<file path="src/gfmc_defines.vh">
`ifndef GFMC_DEFINES_VH
`define GFMC_DEFINES_VH
// Number of configurable pins.
`define GFMC_NPINS        9
// Function codes, three bits per pin.
`define GFMC_FN_W         3
`define GFMC_FN_DISABLED  3'h0
`define GFMC_FN_INPUT     3'h1
`define GFMC_FN_OUTPUT    3'h2
`define GFMC_FN_NETSTAT   3'h3
`define GFMC_FN_GNSSPWR   3'h4
`define GFMC_FN_GNSSRDY   3'h5
`define GFMC_FN_RTCSYNC   3'h6
`define GFMC_FN_SIMDET    3'h7
// Audio pins keep their serial audio function under the same code as custom.
`define GFMC_FN_AUDIO     3'h3
// Register addresses.
`define GFMC_AW           4
`define GFMC_A_FUNC_LO    4'h0
`define GFMC_A_FUNC_HI    4'h1
`define GFMC_A_OUTVAL     4'h2
`define GFMC_A_INVAL      4'h3
`define GFMC_A_CLKCFG     4'h4
`define GFMC_A_SIMCFG     4'h5
`define GFMC_A_STATUS     4'h6
// Clock configuration fields.
`define GFMC_CK_EN        0
`define GFMC_CK_FAST      1
`define GFMC_CK_CONT      2
// Network status codes.
`define GFMC_NS_W         2
// Pin indices.
`define GFMC_P1           0
`define GFMC_P2           1
`define GFMC_P3           2
`define GFMC_P4           3
`define GFMC_P5           4
// Reset value of the SIM configuration.
`define GFMC_SIMCFG_RST   1'h0
`endif

</file>
<file path="src/gfmc_sync.v">
`include "gfmc_defines.vh"
// Three-stage synchroniser; output moves when the second and third stages agree.
module gfmc_sync #(
    parameter W = 9
) (
    // Clock and reset.
    input  wire         clk,
    input  wire         rstn,
    // Asynchronous input and filtered output.
    input  wire [W-1:0] asyncIn,
    output reg  [W-1:0] syncOut
);
    reg [W-1:0] s1_q;  // First stage, read only by the second.
    reg [W-1:0] s2_q;  // Second stage.
    reg [W-1:0] s3_q;  // Third stage.
    integer i;
    // The stages shift every cycle; each bit updates once two stages agree.
    always @(posedge clk) begin
        if (!rstn) begin
            s1_q    <= {W{1'b0}};
            s2_q    <= {W{1'b0}};
            s3_q    <= {W{1'b0}};
            syncOut <= {W{1'b0}};
        end else begin
            s1_q <= asyncIn;
            s2_q <= s1_q;
            s3_q <= s2_q;
            for (i = 0; i < W; i = i + 1) begin
                if (s2_q[i] == s3_q[i]) begin
                    syncOut[i] <= s3_q[i];
                end
            end
        end
    end
endmodule

</file>
<file path="src/gfmc_clkgen.v">
`include "gfmc_defines.vh"
// Square-wave generator for the master clock output pin.
// The output toggles once every halfLim cycles, so it runs at the system clock rate over twice halfLim; the
// system clock must be 52 MHz for true figures, and FAST_DIV/SLOW_DIV set it.
module gfmc_clkgen #(
    parameter CW       = 4,
    parameter FAST_DIV = 1,
    parameter SLOW_DIV = 2
) (
    // Clock and reset.
    input  wire clk,
    input  wire rstn,
    // Configuration.
    input  wire enable,
    input  wire fastSel,
    input  wire continuous,
    input  wire audioActive,
    // Clock pin.
    output reg  clkOut
);
    reg  [CW-1:0] cnt_q;    // Half-period counter.
    wire [CW-1:0] halfLim;  // Half period in system cycles.
    wire          run;      // Toggling is allowed.
    assign halfLim = fastSel ? FAST_DIV[CW-1:0] : SLOW_DIV[CW-1:0];
    assign run = enable & (continuous | audioActive);
    always @(posedge clk) begin
        if (!rstn) begin
            cnt_q  <= {CW{1'b0}};
            clkOut <= 1'b0;
        end else if (!run) begin
            cnt_q  <= {CW{1'b0}};
            clkOut <= 1'b0;  // Idle low while gated.
        end else if (cnt_q + {{(CW-1){1'b0}}, 1'b1} >= halfLim) begin
            cnt_q  <= {CW{1'b0}};
            clkOut <= ~clkOut;
        end else begin
            cnt_q <= cnt_q + {{(CW-1){1'b0}}, 1'b1};
        end
    end
endmodule

</file>
<file path="src/gfmc_pinmux.v">
`include "gfmc_defines.vh"
// Operation
// - clock output at 13 or 26 MHz
// - clock audio-gated or continuous
// - nine pins, each input, output or custom
// - network status on pins one to four
// - receiver supply enable, default pin two
// - receiver data ready only pin three
// - clock sync output only on pin four
// - SIM detect only on pin five
// - hot insertion enables and disables SIM
// - input mode reports sampled level
// - output mode drives commanded level
// - disabled pin tri-stated with pull-down
// - no-receiver variant disables pins two, three
module gfmc_pinmux #(
    parameter NP       = `GFMC_NPINS,
    parameter HAS_GNSS = 1,
    parameter FAST_DIV = 1,
    parameter SLOW_DIV = 2
) (
    // Clock and reset.
    input  wire                   clk,
    input  wire                   rstn,
    // Register port.
    input  wire [`GFMC_AW-1:0]    addr,
    input  wire [31:0]            wdata,
    input  wire                   wr,
    input  wire                   rd,
    output reg  [31:0]            rdata,
    // Configurable pins as three signals each, plus pull-down request.
    input  wire [NP-1:0]          pinIn,
    output reg  [NP-1:0]          pinOut,
    output reg  [NP-1:0]          pinOe,
    output reg  [NP-1:0]          pinPullDown,
    // Internal function sources and sinks.
    input  wire [`GFMC_NS_W-1:0]  netStatus,
    input  wire                   gnssPowerOn,
    input  wire                   rtcSync,
    input  wire [3:0]             audioTxOut,
    input  wire [3:0]             audioTxOe,
    output wire [3:0]             audioRxIn,
    output wire                   gnssDataReady,
    output wire                   simPresent,
    output wire                   simEnable,
    // Audio path and clock pin.
    input  wire                   audioActive,
    output wire                   masterClockOutPin
);
    ////////////////////////////////////////////////////////////////////////////
    // Configuration state.
    ////////////////////////////////////////////////////////////////////////////
    reg  [`GFMC_FN_W*NP-1:0] func_q;    // Function code per pin.
    reg  [`GFMC_FN_W*NP-1:0] func_d;    // Next function codes.
    reg  [NP-1:0]            outVal_q;  // Commanded output levels.
    reg  [2:0]               clkCfg_q;  // Clock enable, rate and mode.
    reg                      hotSwap_q; // SIM hot insertion mode.
    reg                      simEn_q;   // SIM interface enabled.
    reg                      simPrev_q; // Previous card presence.
    reg                      reject_q;  // Last function write was refused.
    reg                      reject_d;  // Next refusal flag.
    wire [NP-1:0]            pinSync;   // Synchronised pin levels.
    wire [`GFMC_FN_W*NP-1:0] funcReset; // Reset function codes.
    integer                  k, j;
    // Network status is a two-bit code shown as a blinking pattern; here the
    // pin simply shows the code's high bit.  Codes are generated outside.
    wire                     netLevel;
    assign netLevel = netStatus[`GFMC_NS_W-1];

    ////////////////////////////////////////////////////////////////////////////
    // Functions.
    ////////////////////////////////////////////////////////////////////////////
    // Tells whether a function code is allowed on a given pin.
    function allowed;
        input integer pin;
        input [`GFMC_FN_W-1:0] fn;
        begin
            case (fn)
                `GFMC_FN_DISABLED: allowed = 1'b1;
                `GFMC_FN_INPUT:    allowed = 1'b1;
                `GFMC_FN_OUTPUT:   allowed = 1'b1;
                `GFMC_FN_NETSTAT:  allowed = (pin <= `GFMC_P4) || (pin > `GFMC_P5);
                `GFMC_FN_GNSSPWR:  allowed = (pin <= `GFMC_P4) && (HAS_GNSS != 0);
                `GFMC_FN_GNSSRDY:  allowed = (pin == `GFMC_P3) && (HAS_GNSS != 0);
                `GFMC_FN_RTCSYNC:  allowed = (pin == `GFMC_P4);
                `GFMC_FN_SIMDET:   allowed = (pin == `GFMC_P5);
                default:           allowed = 1'b0;
            endcase
        end
    endfunction

    // Returns the reset function of a pin.
    function [`GFMC_FN_W-1:0] resetFn;
        input integer pin;
        begin
            case (pin)
                `GFMC_P1: resetFn = `GFMC_FN_DISABLED;
                `GFMC_P2: resetFn = HAS_GNSS ? `GFMC_FN_GNSSPWR : `GFMC_FN_DISABLED;
                `GFMC_P3: resetFn = HAS_GNSS ? `GFMC_FN_GNSSRDY : `GFMC_FN_DISABLED;
                `GFMC_P4: resetFn = `GFMC_FN_OUTPUT;
                `GFMC_P5: resetFn = `GFMC_FN_SIMDET;
                default:  resetFn = `GFMC_FN_AUDIO;
            endcase
        end
    endfunction

    genvar g;
    generate
        for (g = 0; g < NP; g = g + 1) begin : gReset
            assign funcReset[`GFMC_FN_W*g +: `GFMC_FN_W] = resetFn(g);
        end
    endgenerate

    ////////////////////////////////////////////////////////////////////////////
    // Pin input synchroniser.
    ////////////////////////////////////////////////////////////////////////////
    gfmc_sync #(
        .W (NP)
    ) uSync (
        .clk     (clk),
        .rstn    (rstn),
        .asyncIn (pinIn),
        .syncOut (pinSync)
    );

    ////////////////////////////////////////////////////////////////////////////
    // Function write check.
    ////////////////////////////////////////////////////////////////////////////
    // Each pin field is three bits; the low word holds pins one to eight,
    // three-bit high word the ninth.  A field change that is not allowed refuses
    // the whole write.
    always @* begin
        func_d   = func_q;
        reject_d = reject_q;
        if (wr && (addr == `GFMC_A_FUNC_LO || addr == `GFMC_A_FUNC_HI)) begin
            for (k = 0; k < NP; k = k + 1) begin
                if ((addr == `GFMC_A_FUNC_LO) == (k < 8)) begin
                    func_d[`GFMC_FN_W*k +: `GFMC_FN_W] =
                        wdata[`GFMC_FN_W*(k%8) +: `GFMC_FN_W];
                end
            end
            reject_d = 1'b0;
            for (k = 0; k < NP; k = k + 1) begin
                if (!allowed(k, func_d[`GFMC_FN_W*k +: `GFMC_FN_W])) begin
                    reject_d = 1'b1;
                end
            end
            if (reject_d) begin
                func_d = func_q;
            end
        end
    end

    ////////////////////////////////////////////////////////////////////////////
    // Register writes and SIM control.
    ////////////////////////////////////////////////////////////////////////////
    // The function field format guarantees one function per pin at any time.
    always @(posedge clk) begin
        if (!rstn) begin
            func_q    <= funcReset;
            outVal_q  <= {NP{1'b0}};
            clkCfg_q  <= 3'h0;
            hotSwap_q <= `GFMC_SIMCFG_RST;
            simEn_q   <= 1'b1;
            simPrev_q <= 1'b0;
            reject_q  <= 1'b0;
        end else begin
            func_q   <= func_d;
            reject_q <= reject_d;
            simPrev_q <= pinSync[`GFMC_P5];
            if (wr && addr == `GFMC_A_OUTVAL) begin
                outVal_q <= wdata[NP-1:0];
            end
            if (wr && addr == `GFMC_A_CLKCFG) begin
                clkCfg_q <= wdata[2:0];
            end
            if (wr && addr == `GFMC_A_SIMCFG) begin
                hotSwap_q <= wdata[0];
            end
            if (hotSwap_q &&
                func_q[`GFMC_FN_W*`GFMC_P5 +: `GFMC_FN_W] == `GFMC_FN_SIMDET) begin
                if (pinSync[`GFMC_P5] && !simPrev_q) begin
                    simEn_q <= 1'b1;
                end else if (!pinSync[`GFMC_P5] && simPrev_q) begin
                    simEn_q <= 1'b0;
                end
            end else begin
                simEn_q <= 1'b1;  // Without hot swap the interface stays on.
            end
        end
    end

    ////////////////////////////////////////////////////////////////////////////
    // Pin drivers.
    ////////////////////////////////////////////////////////////////////////////
    // Registered drivers so each pin output comes from a flip-flop.
    always @(posedge clk) begin
        if (!rstn) begin
            pinOut      <= {NP{1'b0}};
            pinOe       <= {NP{1'b0}};
            pinPullDown <= {NP{1'b0}};
        end else begin
            for (j = 0; j < NP; j = j + 1) begin
                pinOut[j]      <= 1'b0;
                pinOe[j]       <= 1'b0;
                pinPullDown[j] <= 1'b0;
                case (func_q[`GFMC_FN_W*j +: `GFMC_FN_W])
                    `GFMC_FN_DISABLED: pinPullDown[j] <= 1'b1;
                    `GFMC_FN_INPUT:    pinOe[j] <= 1'b0;
                    `GFMC_FN_OUTPUT: begin
                        pinOe[j]  <= 1'b1;
                        pinOut[j] <= outVal_q[j];
                    end
                    // status on pins one to four, audio on pins six to nine.
                    `GFMC_FN_NETSTAT: begin
                        if (j <= `GFMC_P4) begin
                            pinOe[j]  <= 1'b1;
                            pinOut[j] <= netLevel;
                        end else begin
                            pinOe[j]  <= audioTxOe[j-`GFMC_NPINS+4];
                            pinOut[j] <= audioTxOut[j-`GFMC_NPINS+4];
                        end
                    end
                    `GFMC_FN_GNSSPWR: begin
                        pinOe[j]  <= 1'b1;
                        pinOut[j] <= gnssPowerOn;
                    end
                    `GFMC_FN_RTCSYNC: begin
                        pinOe[j]  <= 1'b1;
                        pinOut[j] <= rtcSync;
                    end
                    default: pinOe[j] <= 1'b0;  // Sense functions only listen.
                endcase
            end
        end
    end

    ////////////////////////////////////////////////////////////////////////////
    // Sensed functions.
    ////////////////////////////////////////////////////////////////////////////
    // data ready sense.
    assign gnssDataReady = (func_q[`GFMC_FN_W*`GFMC_P3 +: `GFMC_FN_W] == `GFMC_FN_GNSSRDY)
                           & pinSync[`GFMC_P3];
    assign simPresent = (func_q[`GFMC_FN_W*`GFMC_P5 +: `GFMC_FN_W] == `GFMC_FN_SIMDET)
                        & pinSync[`GFMC_P5];
    assign simEnable  = simEn_q;
    assign audioRxIn  = pinSync[NP-1:NP-4];

    ////////////////////////////////////////////////////////////////////////////
    // Register reads.
    ////////////////////////////////////////////////////////////////////////////
    // Read data stand one cycle after the strobe; unmapped reads give zero.
    always @(posedge clk) begin
        if (!rstn) begin
            rdata <= 32'h00000000;
        end else if (rd) begin
            case (addr)
                `GFMC_A_FUNC_LO: rdata <= {8'h00, func_q[23:0]};
                `GFMC_A_FUNC_HI: rdata <= {29'h00000000, func_q[26:24]};
                `GFMC_A_OUTVAL:  rdata <= {23'h000000, outVal_q};
                `GFMC_A_INVAL:   rdata <= {23'h000000, pinSync};
                `GFMC_A_CLKCFG:  rdata <= {29'h00000000, clkCfg_q};
                `GFMC_A_SIMCFG:  rdata <= {31'h00000000, hotSwap_q};
                `GFMC_A_STATUS:  rdata <= {28'h0000000, simEn_q, simPresent,
                                           gnssDataReady, reject_q};
                default:         rdata <= 32'h00000000;
            endcase
        end else begin
            rdata <= 32'h00000000;
        end
    end

    ////////////////////////////////////////////////////////////////////////////
    // Master clock output.
    ////////////////////////////////////////////////////////////////////////////
    // clock generator.
    gfmc_clkgen #(
        .CW       (4),
        .FAST_DIV (FAST_DIV),
        .SLOW_DIV (SLOW_DIV)
    ) uClk (
        .clk         (clk),
        .rstn        (rstn),
        .enable      (clkCfg_q[`GFMC_CK_EN]),
        .fastSel     (clkCfg_q[`GFMC_CK_FAST]),
        .continuous  (clkCfg_q[`GFMC_CK_CONT]),
        .audioActive (audioActive),
        .clkOut      (masterClockOutPin)
    );
endmodule

</file>
<file path="config.mk">
export PLATFORM = sky130hd
export DESIGN_NAME = gfmc_pinmux
export DESIGN_NICKNAME = d
export VERILOG_FILES = /design/src/gfmc_sync.v /design/src/gfmc_clkgen.v /design/src/gfmc_pinmux.v
export VERILOG_INCLUDE_DIRS = /design/src
export SDC_FILE = /design/constraint.sdc
export NUM_CORES = 1
export LEC_CHECK = 0
export ABC_AREA = 1
export BUFFER_PORTS_ARGS = -buffer_cell sky130_fd_sc_hd__buf_2
export CAP_MARGIN = 0
export CORE_AREA = 3 3 109 111
export DETAILED_ROUTE_END_ITERATION = 12
export DIE_AREA = 0 0 112 114
export PLACE_DENSITY = 0.84
export SYNTH_ARGS = -nofsm -noshare
export SYNTH_HDL_FRONTEND = slang
export SYNTH_SLANG_ARGS = --single-unit
export TNS_END_PERCENT = 30
</file>
<file path="constraint.sdc">
create_clock -name clk -period 1.8 [get_ports clk]
set_input_delay 0.36 -clock clk [delete_from_list [all_inputs] [get_ports clk]]
set_output_delay 0.36 -clock clk [all_outputs]
set_load 0.1 [all_outputs]
</file>
==> impl_metrics.yaml, run 1 <==
cells_and_area:
  multi_input_area_sq_um: 2070
  nets: 896
  drive_gt1_frac: 0.252
  final_cell_mix: "dfxtp_1, nand2_1, buf_2"
  layout_commonest_cell: "dfxtp_1"
  final_cells: 984
  regArea_sq_um: 2710
  fillCellCount: 850
  antennaDiodeCount: 0
  syn_to_final_growth_pct: 31.5
global_routing:
  grtUsageTotal: 0.225
  overflow: 0
  grt_max_degree: 41
  grt_pass1_vias: 4720
  grt_pass1_wl_mm: 22.7
  antenna_found_initial: 0
place:
  port-buffer-count: 111
  hpwl_mm: 9.97
  dp_cells: 949
  gp_congestion: 0.937
clock_network:
  cts_tree: "built"
  clock-root-buffer: "clkbuf_8"
  clk_path_buf_depth: 2
  clk_latency_ns: 0.53
  htreeDepth: 4
  cts_buffers: 17
  clock_sinks: 135
  cts.clk_slew.worst_paths_ns: 0.06
floorplanning:
  floorplan.initialDensity: 0.484
  die_y_microns: 114
  die_x_microns: 112
  core_sq_um: 10900
  ios: 129
  rows: 38
  die_area_sq_um: 12800
routing:
  postRouteAntennaNets: 0
  wl_mm: 14.6
  avgViaCountPerCell: 5.20
  drc: 0
  drtIter0Drc: 485
  vias: 5119
  first_pass_iters: 6
  routedWlPerCell_microns: 14.8
timing:
  whs_ns: 0.0131
  slew_violations: 0
  worst_slack_ns: -0.102
  grt_setup_unrepaired: "true"
  post-route-period-util: 1.06
  setup_viol: 1
  period_needed_ns: 1.90
  hold_viol: 0
  timing.fmax_ghz: 0.526
  finalClockSkew_ns: 0.00873
logic_synthesis:
  synth.avg_cell_area_sq_um: 7.74
  seq_area_frac_synth: 0.513
  synth_ff_type: "dfxtp_1"
  ys_seq_elements: 135
  synth_area_sq_um: 5270
  synth-edff-count: 0
  synth.distinct_cells: 38
  yosysWarnings: 0
  async_flop_share: 0
  netlist_instances: 681
power_and_ir_drop:
  leakagePower_nw: 3.52
  irDropWorstVdd_mv: 0.734
  p_per_area_nw_per_um2: 1060
worst_setup_path:
  slowest_stage: "nor4_4"
  end_kind: "output pin"
  required_ns: 1.44
  crit_type: "reg2out"
  start_kind: "flop"
  crit_chain: "nor4_4 > buf_12"
  crit_path_max_fanout: 5
  slowest_delay_ns: 0.42
  worstPathArrival_ns: 1.54
run:
  drv_cap: 0
min_path:
  hold_path.class: "in2reg"
status:
  violations: "negative setup slack"
  status: "finished with violations"
through the flow:
step	area [sq um]	setup WS [ns]	total power [W]	utilization	setup TNS, ns
after floorplan	5320	-0.134	0.00361	-	-0.226
after global routing	6930	-0.146	0.00756	0.637	-0.193
after global placement	6240	-0.226	0.00380	0.573	-4.87
after detailed placement	6240	-0.277	0.00381	0.573	-5.91
after CTS	6930	-0.110	0.00739	0.636	-0.110
final	6930	-0.102	0.00735	0.637	-0.102
worst max-delay path: cells and delay by family (launching register included):
| family | cells | cell delay (ns) |
|---|---|---|
| and+or+nand+nor | 1 | 0.42 |
| buffers and inverters | 1 | 0.23 |
| DFF | 1 | 0.36 |
worst paths after layout:
| kind | from | to | slack, ns | depth (start not counted) |
|---|---|---|---|---|
| max reg2reg | uClk.cnt_q[0]$_SDFF_PP0_ | uClk.clkOut$_SDFFE_PN0P_ | 0.08 | 6 |
| min reg2reg | uSync.s1_q[2]$_SDFF_PN0_ | uSync.s2_q[2]$_SDFF_PN0_ | 0.41 | 2 |
| min | pinIn[7] | uSync.s1_q[7]$_SDFF_PN0_ | 0.01 | 3 |
| max | func_q[7]$_SDFFE_PN0P_ | gnssDataReady | -0.10 | 2 |
report_power, final:
part / switching [W] / leakage [nW] / internal [W]
Sequential: 0.0000291 / 1.10 / 0.00305
Combinational: 0.000508 / 2.12 / 0.000180
Clock: 0.00128 / 0.304 / 0.00230
layout make-up:
class | instances | area share
Clock buffer | 22 | 0.0697
Tap cell | 140 | 0.0253
Multi-Input combinational cell | 419 | 0.299
Sequential cell | 135 | 0.391
Clock inverter | 10 | 0.0204
Inverter | 98 | 0.0531
Timing Repair Buffer | 160 | 0.142
kinds of logic (layout without fill, tap and decap cells):
kind of cell / Yosys count / count (layout) / synth area share
and+or+nand+nor: 291 / 291 / 0.246
adders and majority gates: 3 / 3 / 0.00712
AOI/OAI and AO/OA: 113 / 113 / 0.120
buffers and inverters: 136 / 290 / 0.110
other: 1 / 10 / 0.000711
DFF: 135 / 135 / 0.513
xor gates and xnor gates: 2 / 2 / 0.00332
synth_stat cells, types with 5 or more instances:
cell type,count,area share
nand3_1,48,0.046
dfxtp_1,135,0.51
o211ai_1,5,0.0071
a21oi_1,47,0.045
buf_2,7,0.0066
nor3_1,14,0.013
nand4_1,12,0.014
buf_4,12,0.017
nor2_1,60,0.043
nand3b_1,11,0.016
o21ai_0,36,0.034
o22ai_1,8,0.0095
nand2_1,128,0.091
clkbuf_1,15,0.011
nor4_1,12,0.014
inv_1,95,0.068
registers in the layout, indices dropped and copies added, names as in the netlist:
name and count:
clkCfg_q 3, hotSwap_q 1, pinPullDown 9, uSync.syncOut 9
uSync.s3_q 9, uSync.s1_q 9, simPrev_q 1, outVal_q 9
uSync.s2_q 9, reject_q 1, uClk.clkOut 1, pinOe 9
pinOut 9, rdata 24, simEnable 1, func_q 27
uClk.cnt_q 4
routing by layer:
metal | wire length, microns | share of wire | track usage | vias to the layer above
met5 | 0 | 0 | 0 | -
met4 | 474 | 0.033 | 0.109 | 0
met1 | 5670 | 0.39 | 0.267 | 2297
met3 | 1600 | 0.11 | 0.0658 | 45
li1 | - | - | - | 2496
met2 | 6820 | 0.47 | 0.375 | 281
repair_timing:
item                                    CTS  global route
cloned                                    0             0
pin swaps                                 2             3
gates resized for setup                  12             4
endpoints found under the hold margin     1             0
setup buffers                             2             1
hold buffers                              1             0
endpoints found under the setup margin    3            27
(Power assumes the default switching activity.)
==> run 2: changes to the inputs <==
--- a/config.mk
+++ b/config.mk
@@ -9,11 +9,12 @@
 export ABC_AREA = 1
 export BUFFER_PORTS_ARGS = -buffer_cell sky130_fd_sc_hd__buf_2
 export CAP_MARGIN = 0
-export CORE_AREA = 3 3 109 111
+export CORE_AREA = 3 3 110 112
 export DETAILED_ROUTE_END_ITERATION = 12
-export DIE_AREA = 0 0 112 114
+export DIE_AREA = 0 0 113 115
 export PLACE_DENSITY = 0.84
 export SYNTH_ARGS = -nofsm -noshare
 export SYNTH_HDL_FRONTEND = slang
+export SYNTH_HIERARCHICAL = 1
 export SYNTH_SLANG_ARGS = --single-unit
 export TNS_END_PERCENT = 30
==> run 2 against run 1 <==
The flow now finishes without violations. Synthesized cell count is 1.3% higher. Sequential share of layout area is 0.53 points lower. Area after synthesis is 1.9% higher. Total power is 0.84% lower. Fmax is 7.2% higher. Non-clock buffer count is 4 higher. Register-to-register slack better by 0.04 ns. Via count is 0.35% higher. Largest power group unchanged.
==> impl_metrics.yaml, run 2 <==
worst_setup_path:
  reg2reg_to: "func_q[24]$_SDFFE_PN1P_"
  reg2reg_from: "func_q[14]$_SDFFE_PN1P_"
  r2r_cells: 11
  start_kind: "flop"
  r2r_slack_ns: 0.12
  worstPathArrival_ns: 1.41
  crit_path_max_fanout: 4
  crit_type: "reg2out"
  end_kind: "output pin"
  required_ns: 1.44
routing:
  first_pass_iters: 5
  routedWlPerCell_microns: 14.3
  wl_mm: 14.3
  drc: 0
  avgViaCountPerCell: 5.12
  vias: 5137
  drtIter0Drc: 536
  postRouteAntennaNets: 0
floorplanning:
  floorplan.initialDensity: 0.474
  die_area_sq_um: 13000
  die_y_microns: 115
  ios: 129
  die_x_microns: 113
  rows: 39
  core_sq_um: 11300
timing:
  post-route-period-util: 0.985
  grt_setup_unrepaired: "true"
  setup_viol: 0
  slew_violations: 0
  timing.fmax_ghz: 0.564
  period_needed_ns: 1.77
  worst_slack_ns: 0.0263
  finalClockSkew_ns: 0.00748
  hold_viol: 0
logic_synthesis:
  netlist_instances: 690
  ys_seq_elements: 135
  yosysMostFrequentCell: "nand2_1"
  synth_area_leader_cell: "dfxtp_1"
  synth_area_sq_um: 5370
  seq_area_frac_synth: 0.503
  yosysWarnings: 6
  yosys-top-cells-area: "dfxtp_1, nand2_1, inv_1"
  synth-edff-count: 0
  synth.avg_cell_area_sq_um: 7.78
  synth_ff_type: "dfxtp_1"
  synth.distinct_cells: 41
  yosysTopAreaCellShare: 0.503
  synthTopCellsByCount: "nand2_1, dfxtp_1, inv_1, nor2_1, nand3_1"
  async_flop_share: 0
status:
  status: "finished, final reports clean"
global_routing:
  grt_max_degree: 47
  antenna_found_initial: 0
  overflow: 0
  grt_pass1_wl_mm: 23.1
  grtUsageTotal: 0.226
  grt_pass1_vias: 4744
cells_and_area:
  regArea_sq_um: 2710
  final_cell_mix: "nand2_1, dfxtp_1, buf_2"
  antennaDiodeCount: 0
  fillCellCount: 940
  layout_commonest_cell: "nand2_1"
  syn_to_final_growth_pct: 30.8
  multi_input_area_sq_um: 2130
  regMostFlops: "func_q"
  drive_gt1_frac: 0.263
  nets: 913
  reg_top3: "func_q (27), rdata (24)"
  largest_reg_flops: 27
power_and_ir_drop:
  leakagePower_nw: 3.57
  irDropWorstVdd_mv: 1.07
  total_power_w: 0.00729
  p_per_area_nw_per_um2: 1040
place:
  port-buffer-count: 111
  gp_congestion: 0.950
  preCtsSetupSlack_ns: -0.230
  hpwl_mm: 10.3
clock_network:
  clock-root-buffer: "clkbuf_16"
  cts_hold_buf: 0
  cts_buffers: 17
  clk_latency_ns: 0.42
  clock_sinks: 135
  htreeDepth: 4
  clk_path_buf_depth: 2
  cts.clk_slew.worst_paths_ns: 0.06
  cts_tree: "built"
min_path:
  hold-path-cell-count: 3
  hold_path.class: "in2reg"
  whs_endpoint: "uSync/s1_q[1]$_SDFF_PN0_"
  min_from: "pinIn[1]"
run:
  drv_cap: 0
[run 2: cell types whose count changed in the layout (fill, tap and decap cells not counted), moves of 3 or more]
cell	previous run	this run
a21oi_1	47	44
o22ai_1	8	4
o221ai_1	2	5
clkbuf_8	6	1
nand2_1	128	139
o21ai_2	0	3
nor2_2	0	5
buf_4	46	49
inv_2	6	3
[run 2: cell families after synthesis]
logic type	share of synthesized area
AO/OA/AOI/OAI	0.118
flip-flops	0.503
other	0.00140
AND/OR/NAND/NOR	0.261
adder cells (fa/ha/maj)	0.00699
buffers and inverters	0.110
[run 2: cell type report]
cell class	count	area share
multi-input combinational	432	0.304
tap	143	0.0255
clock inverter	12	0.0217
sequential	135	0.386
inverter	98	0.0527
timing repair buffer	164	0.147
clock buffer	19	0.0631
[run 2: worst max path at each step]
stage | from | end | slack, ns | cells past startpoint
detailed placement | addr[3] | func_q[24]$_SDFFE_PN1P_ | -0.23 | 13
finish | func_q[8]$_SDFFE_PN1P_ | gnssDataReady | 0.03 | 3
global route | func_q[8]$_SDFFE_PN1P_ | gnssDataReady | -0.01 | 3
floorplan | func_q[8]$_SDFFE_PN1P_ | rdata[1]$_SDFF_PN0_ | -0.24 | 4
global placement | addr[3] | func_q[24]$_SDFFE_PN1P_ | -0.16 | 13
CTS | uSync/syncOut[2]$_SDFFE_PN0N_ | gnssDataReady | 0.004 | 3
[run 2: metrics by stage]
stage	hold WS [ns]	cells	util	instance area, sq um	TNS [ns]
after floorplan	0.386	698	-	5420	-0.374
after global placement	0.389	969	0.564	6380	-3.17
after detailed placement	0.397	969	0.564	6380	-3.76
after CTS	0.109	1001	0.618	7000	0
after global routing	0.131	1003	0.620	7020	-0.0180
final	0.123	1003	0.620	7020	0
[run 2: report_power, final]
group          switching, W  leakage (nW)  internal, W
logic              0.000508          2.19     0.000192
clock network       0.00130         0.281      0.00220
registers         0.0000326          1.10      0.00305
[run 2: critical path, cell delays in order, from the launching register on]
cell and delay [ns]:
dfxtp_4 0.37, inv_4 0.04, nor4_4 0.36, buf_12 0.22
[run 2: layer usage]
layer / global-route usage / wire (microns) / up-vias
met5: 0 / 0 / -
met4: 0.0970 / 368 / 0
met3: 0.0637 / 1510 / 37
met2: 0.368 / 6650 / 272
met1: 0.281 / 5780 / 2283
li1: - / - / 2545
[run 2: repair_timing]
item	in CTS	in global routing
pin swaps	1	1
setup buffers	1	2
resized for setup	8	4
setup endpoints to repair	2	3
==> run 3: changes to the inputs <==
--- a/config.mk
+++ b/config.mk
@@ -7,12 +7,12 @@
 export NUM_CORES = 1
 export LEC_CHECK = 0
 export ABC_AREA = 1
-export BUFFER_PORTS_ARGS = -buffer_cell sky130_fd_sc_hd__buf_2
 export CAP_MARGIN = 0
-export CORE_AREA = 3 3 110 112
+export CORE_AREA = 3 3 108 110
 export DETAILED_ROUTE_END_ITERATION = 12
-export DIE_AREA = 0 0 113 115
-export PLACE_DENSITY = 0.84
+export DIE_AREA = 0 0 111 113
+export DONT_BUFFER_PORTS = 1
+export PLACE_DENSITY = 0.76
 export SYNTH_ARGS = -nofsm -noshare
 export SYNTH_HDL_FRONTEND = slang
 export SYNTH_HIERARCHICAL = 1
==> run 3 against run 2 <==
The flow now finishes with violations (negative setup slack). Global-route usage is 2.0 points higher. Cell count is 3.9% lower. Design area is 1.4% higher. Combinational power is 4.7% lower. Worst setup slack worse by 0.041 ns. Largest cell class unchanged. Largest power group unchanged. Highest routed layer unchanged.
==> impl_metrics.yaml, run 3 (synthesized netlist as in run 2, its figures left out) <==
timing:
  timing.fmax_ghz: 0.551
  post-route-period-util: 1.01
  worst_slack_ns: -0.0144
  worst_pin_slew_ns: 0.649
  whs_ns: 0.0143
  finalClockSkew_ns: 0.0100
  maxSlewHeadroom: 0.566
  hold_viol: 0
  period_needed_ns: 1.81
  grt_setup_unrepaired: "true"
  finalSetupTns_ns: -0.0144
  slew_violations: 0
  setup_viol: 1
power_and_ir_drop:
  leakagePower_nw: 3.43
  p_per_area_nw_per_um2: 1050
  irDropWorstVdd_mv: 0.978
worst_setup_path:
  crit_chain: "inv_2 > nor4_4 > buf_12"
  crit_path_max_fanout: 2
  reg2reg_from: "func_q[17]$_SDFFE_PN0P_"
  crit_buf_inv: 2
  end_kind: "output pin"
  crit_type: "reg2out"
  slowest_delay_ns: 0.33
  crit_family: "flip-flops"
  start_kind: "flop"
  critPathLaunch: "uSync/syncOut[2]$_SDFFE_PN0N_"
  slowest_stage: "dfxtp_2"
  r2r_slack_ns: 0.17
  required_ns: 1.44
  worstPathArrival_ns: 1.45
cells_and_area:
  utilization: 0.660
  reg_top3: "func_q (27), rdata (24)"
  final_cell_mix: "nand2_1, dfxtp_1, buf_4"
  regMostFlops: "func_q"
  layout_commonest_cell: "nand2_1"
  antennaDiodeCount: 0
  largest_reg_flops: 27
  syn_to_final_growth_pct: 32.7
  drive_gt1_frac: 0.201
  fillCellCount: 845
  nets: 876
  finalInstanceArea_sq_um: 7120
floorplanning:
  die_y_microns: 113
  rows: 38
  die_area_sq_um: 12500
  die_x_microns: 111
  floorplan.initialDensity: 0.497
  core_sq_um: 10800
  ios: 129
global_routing:
  antenna_found_initial: 0
  grt_pass1_wl_mm: 24.4
  grt_pass1_vias: 4872
  grtUsageTotal: 0.246
  grt_max_degree: 68
  overflow: 0
routing:
  wl_mm: 15.5
  avgViaCountPerCell: 5.29
  wl_met3_mm: 1.44
  vias: 5098
  drc: 0
  top_layer: "met4"
  first_pass_iters: 5
  wirelength_met1_mm: 6.30
  met2RoutedLength_mm: 7.47
  postRouteAntennaNets: 0
  drtIter0Drc: 416
  routedWlPerCell_microns: 16.1
place:
  port-buffer-count: 0
  postPlaceCellArea_sq_um: 6130
  gp_congestion: 0.854
  preCtsSetupSlack_ns: -0.135
  hpwl_mm: 10.2
run:
  drv_cap: 0
status:
  violations: "negative setup slack"
  status: "finished with violations"
clock_network:
  clk_latency_ns: 0.53
  cts_buffers: 17
  clk_path_buf_depth: 2
  clock-root-buffer: "clkbuf_8"
  cts_tree: "built"
  htreeDepth: 4
  cts.clk_slew.worst_paths_ns: 0.06
  clock_sinks: 135
min_path:
  hold_path.class: "in2reg"
  min_from: "audioTxOut[2]"
run 3: cell types whose count changed in the layout (fill, tap and decap cells not counted), sizes merged:
cell,change
buf,-61
dlygate4sd3,+24
clkbuf,+4
clkinv,-3
clkinvlp,-2
bufinv,+1
inv,+1
run 3: worst register-to-register path: stages, from the launching register on:
cell     delay (ns)
dfxtp_1        0.35
inv_1          0.15
nand2_1        0.10
nand2_1        0.09
nand2_1        0.05
nor2_1         0.08
nand2_1        0.09
nor2_4         0.18
nand3_2        0.21
nand2_1        0.13
nand3_1        0.09
run 3: timing repair:
action / in CTS / in global routing
pin swaps: 1 / 1
resized for setup: 14 / 7
hold endpoints to repair: 80 / 2
buffers inserted: 3 / 1
endpoints found under the setup margin: 2 / 26
gates cloned: 0 / 0
hold buffers: 24 / 1
run 3: through the flow:
| stage | cells | power (W) |
|---|---|---|
| floorplan | 698 | 0.00363 |
| global placement | 903 | 0.00372 |
| detailed placement | 903 | 0.00373 |
| CTS | 962 | 0.00747 |
| global route | 964 | 0.00768 |
| finish | 964 | 0.00746 |
run 3: worst paths after layout:
kind	to	cells past startpoint
setup / recovery	gnssDataReady	3
hold / removal	pinOut[7]$_SDFF_PN0_	2
setup reg to reg	func_q[19]$_SDFFE_PN1P_	10
hold reg to reg	uSync/s2_q[7]$_SDFF_PN0_	2
run 3: layout make-up:
| class | count | area [sq um] | share of cell area |
|---|---|---|---|
| Timing Repair Buffer | 127 | 1070 | 0.151 |
| Clock buffer | 23 | 477 | 0.0669 |
| Multi-Input combinational cell | 432 | 2150 | 0.301 |
| Inverter | 98 | 370 | 0.0520 |
| Sequential cell | 135 | 2720 | 0.382 |
| Tap cell | 140 | 175 | 0.0246 |
| Clock inverter | 9 | 161 | 0.0227 |
run 3: report_power, final:
part / switching, W / total, W / internal (W)
sequential: 0.0000341 / 0.00308 / 0.00305
clock: 0.00130 / 0.00371 / 0.00241
combinational: 0.000477 / 0.000667 / 0.000190
total: 0.00181 / 0.00746 / 0.00565
run 3: layer usage:
| layer | global-route usage | vias up |
|---|---|---|
| met2 | 0.405 | 237 |
| met5 | 0 | - |
| li1 | - | 2468 |
| met3 | 0.0722 | 31 |
| met4 | 0.0911 | 0 |
| met1 | 0.307 | 2362 |
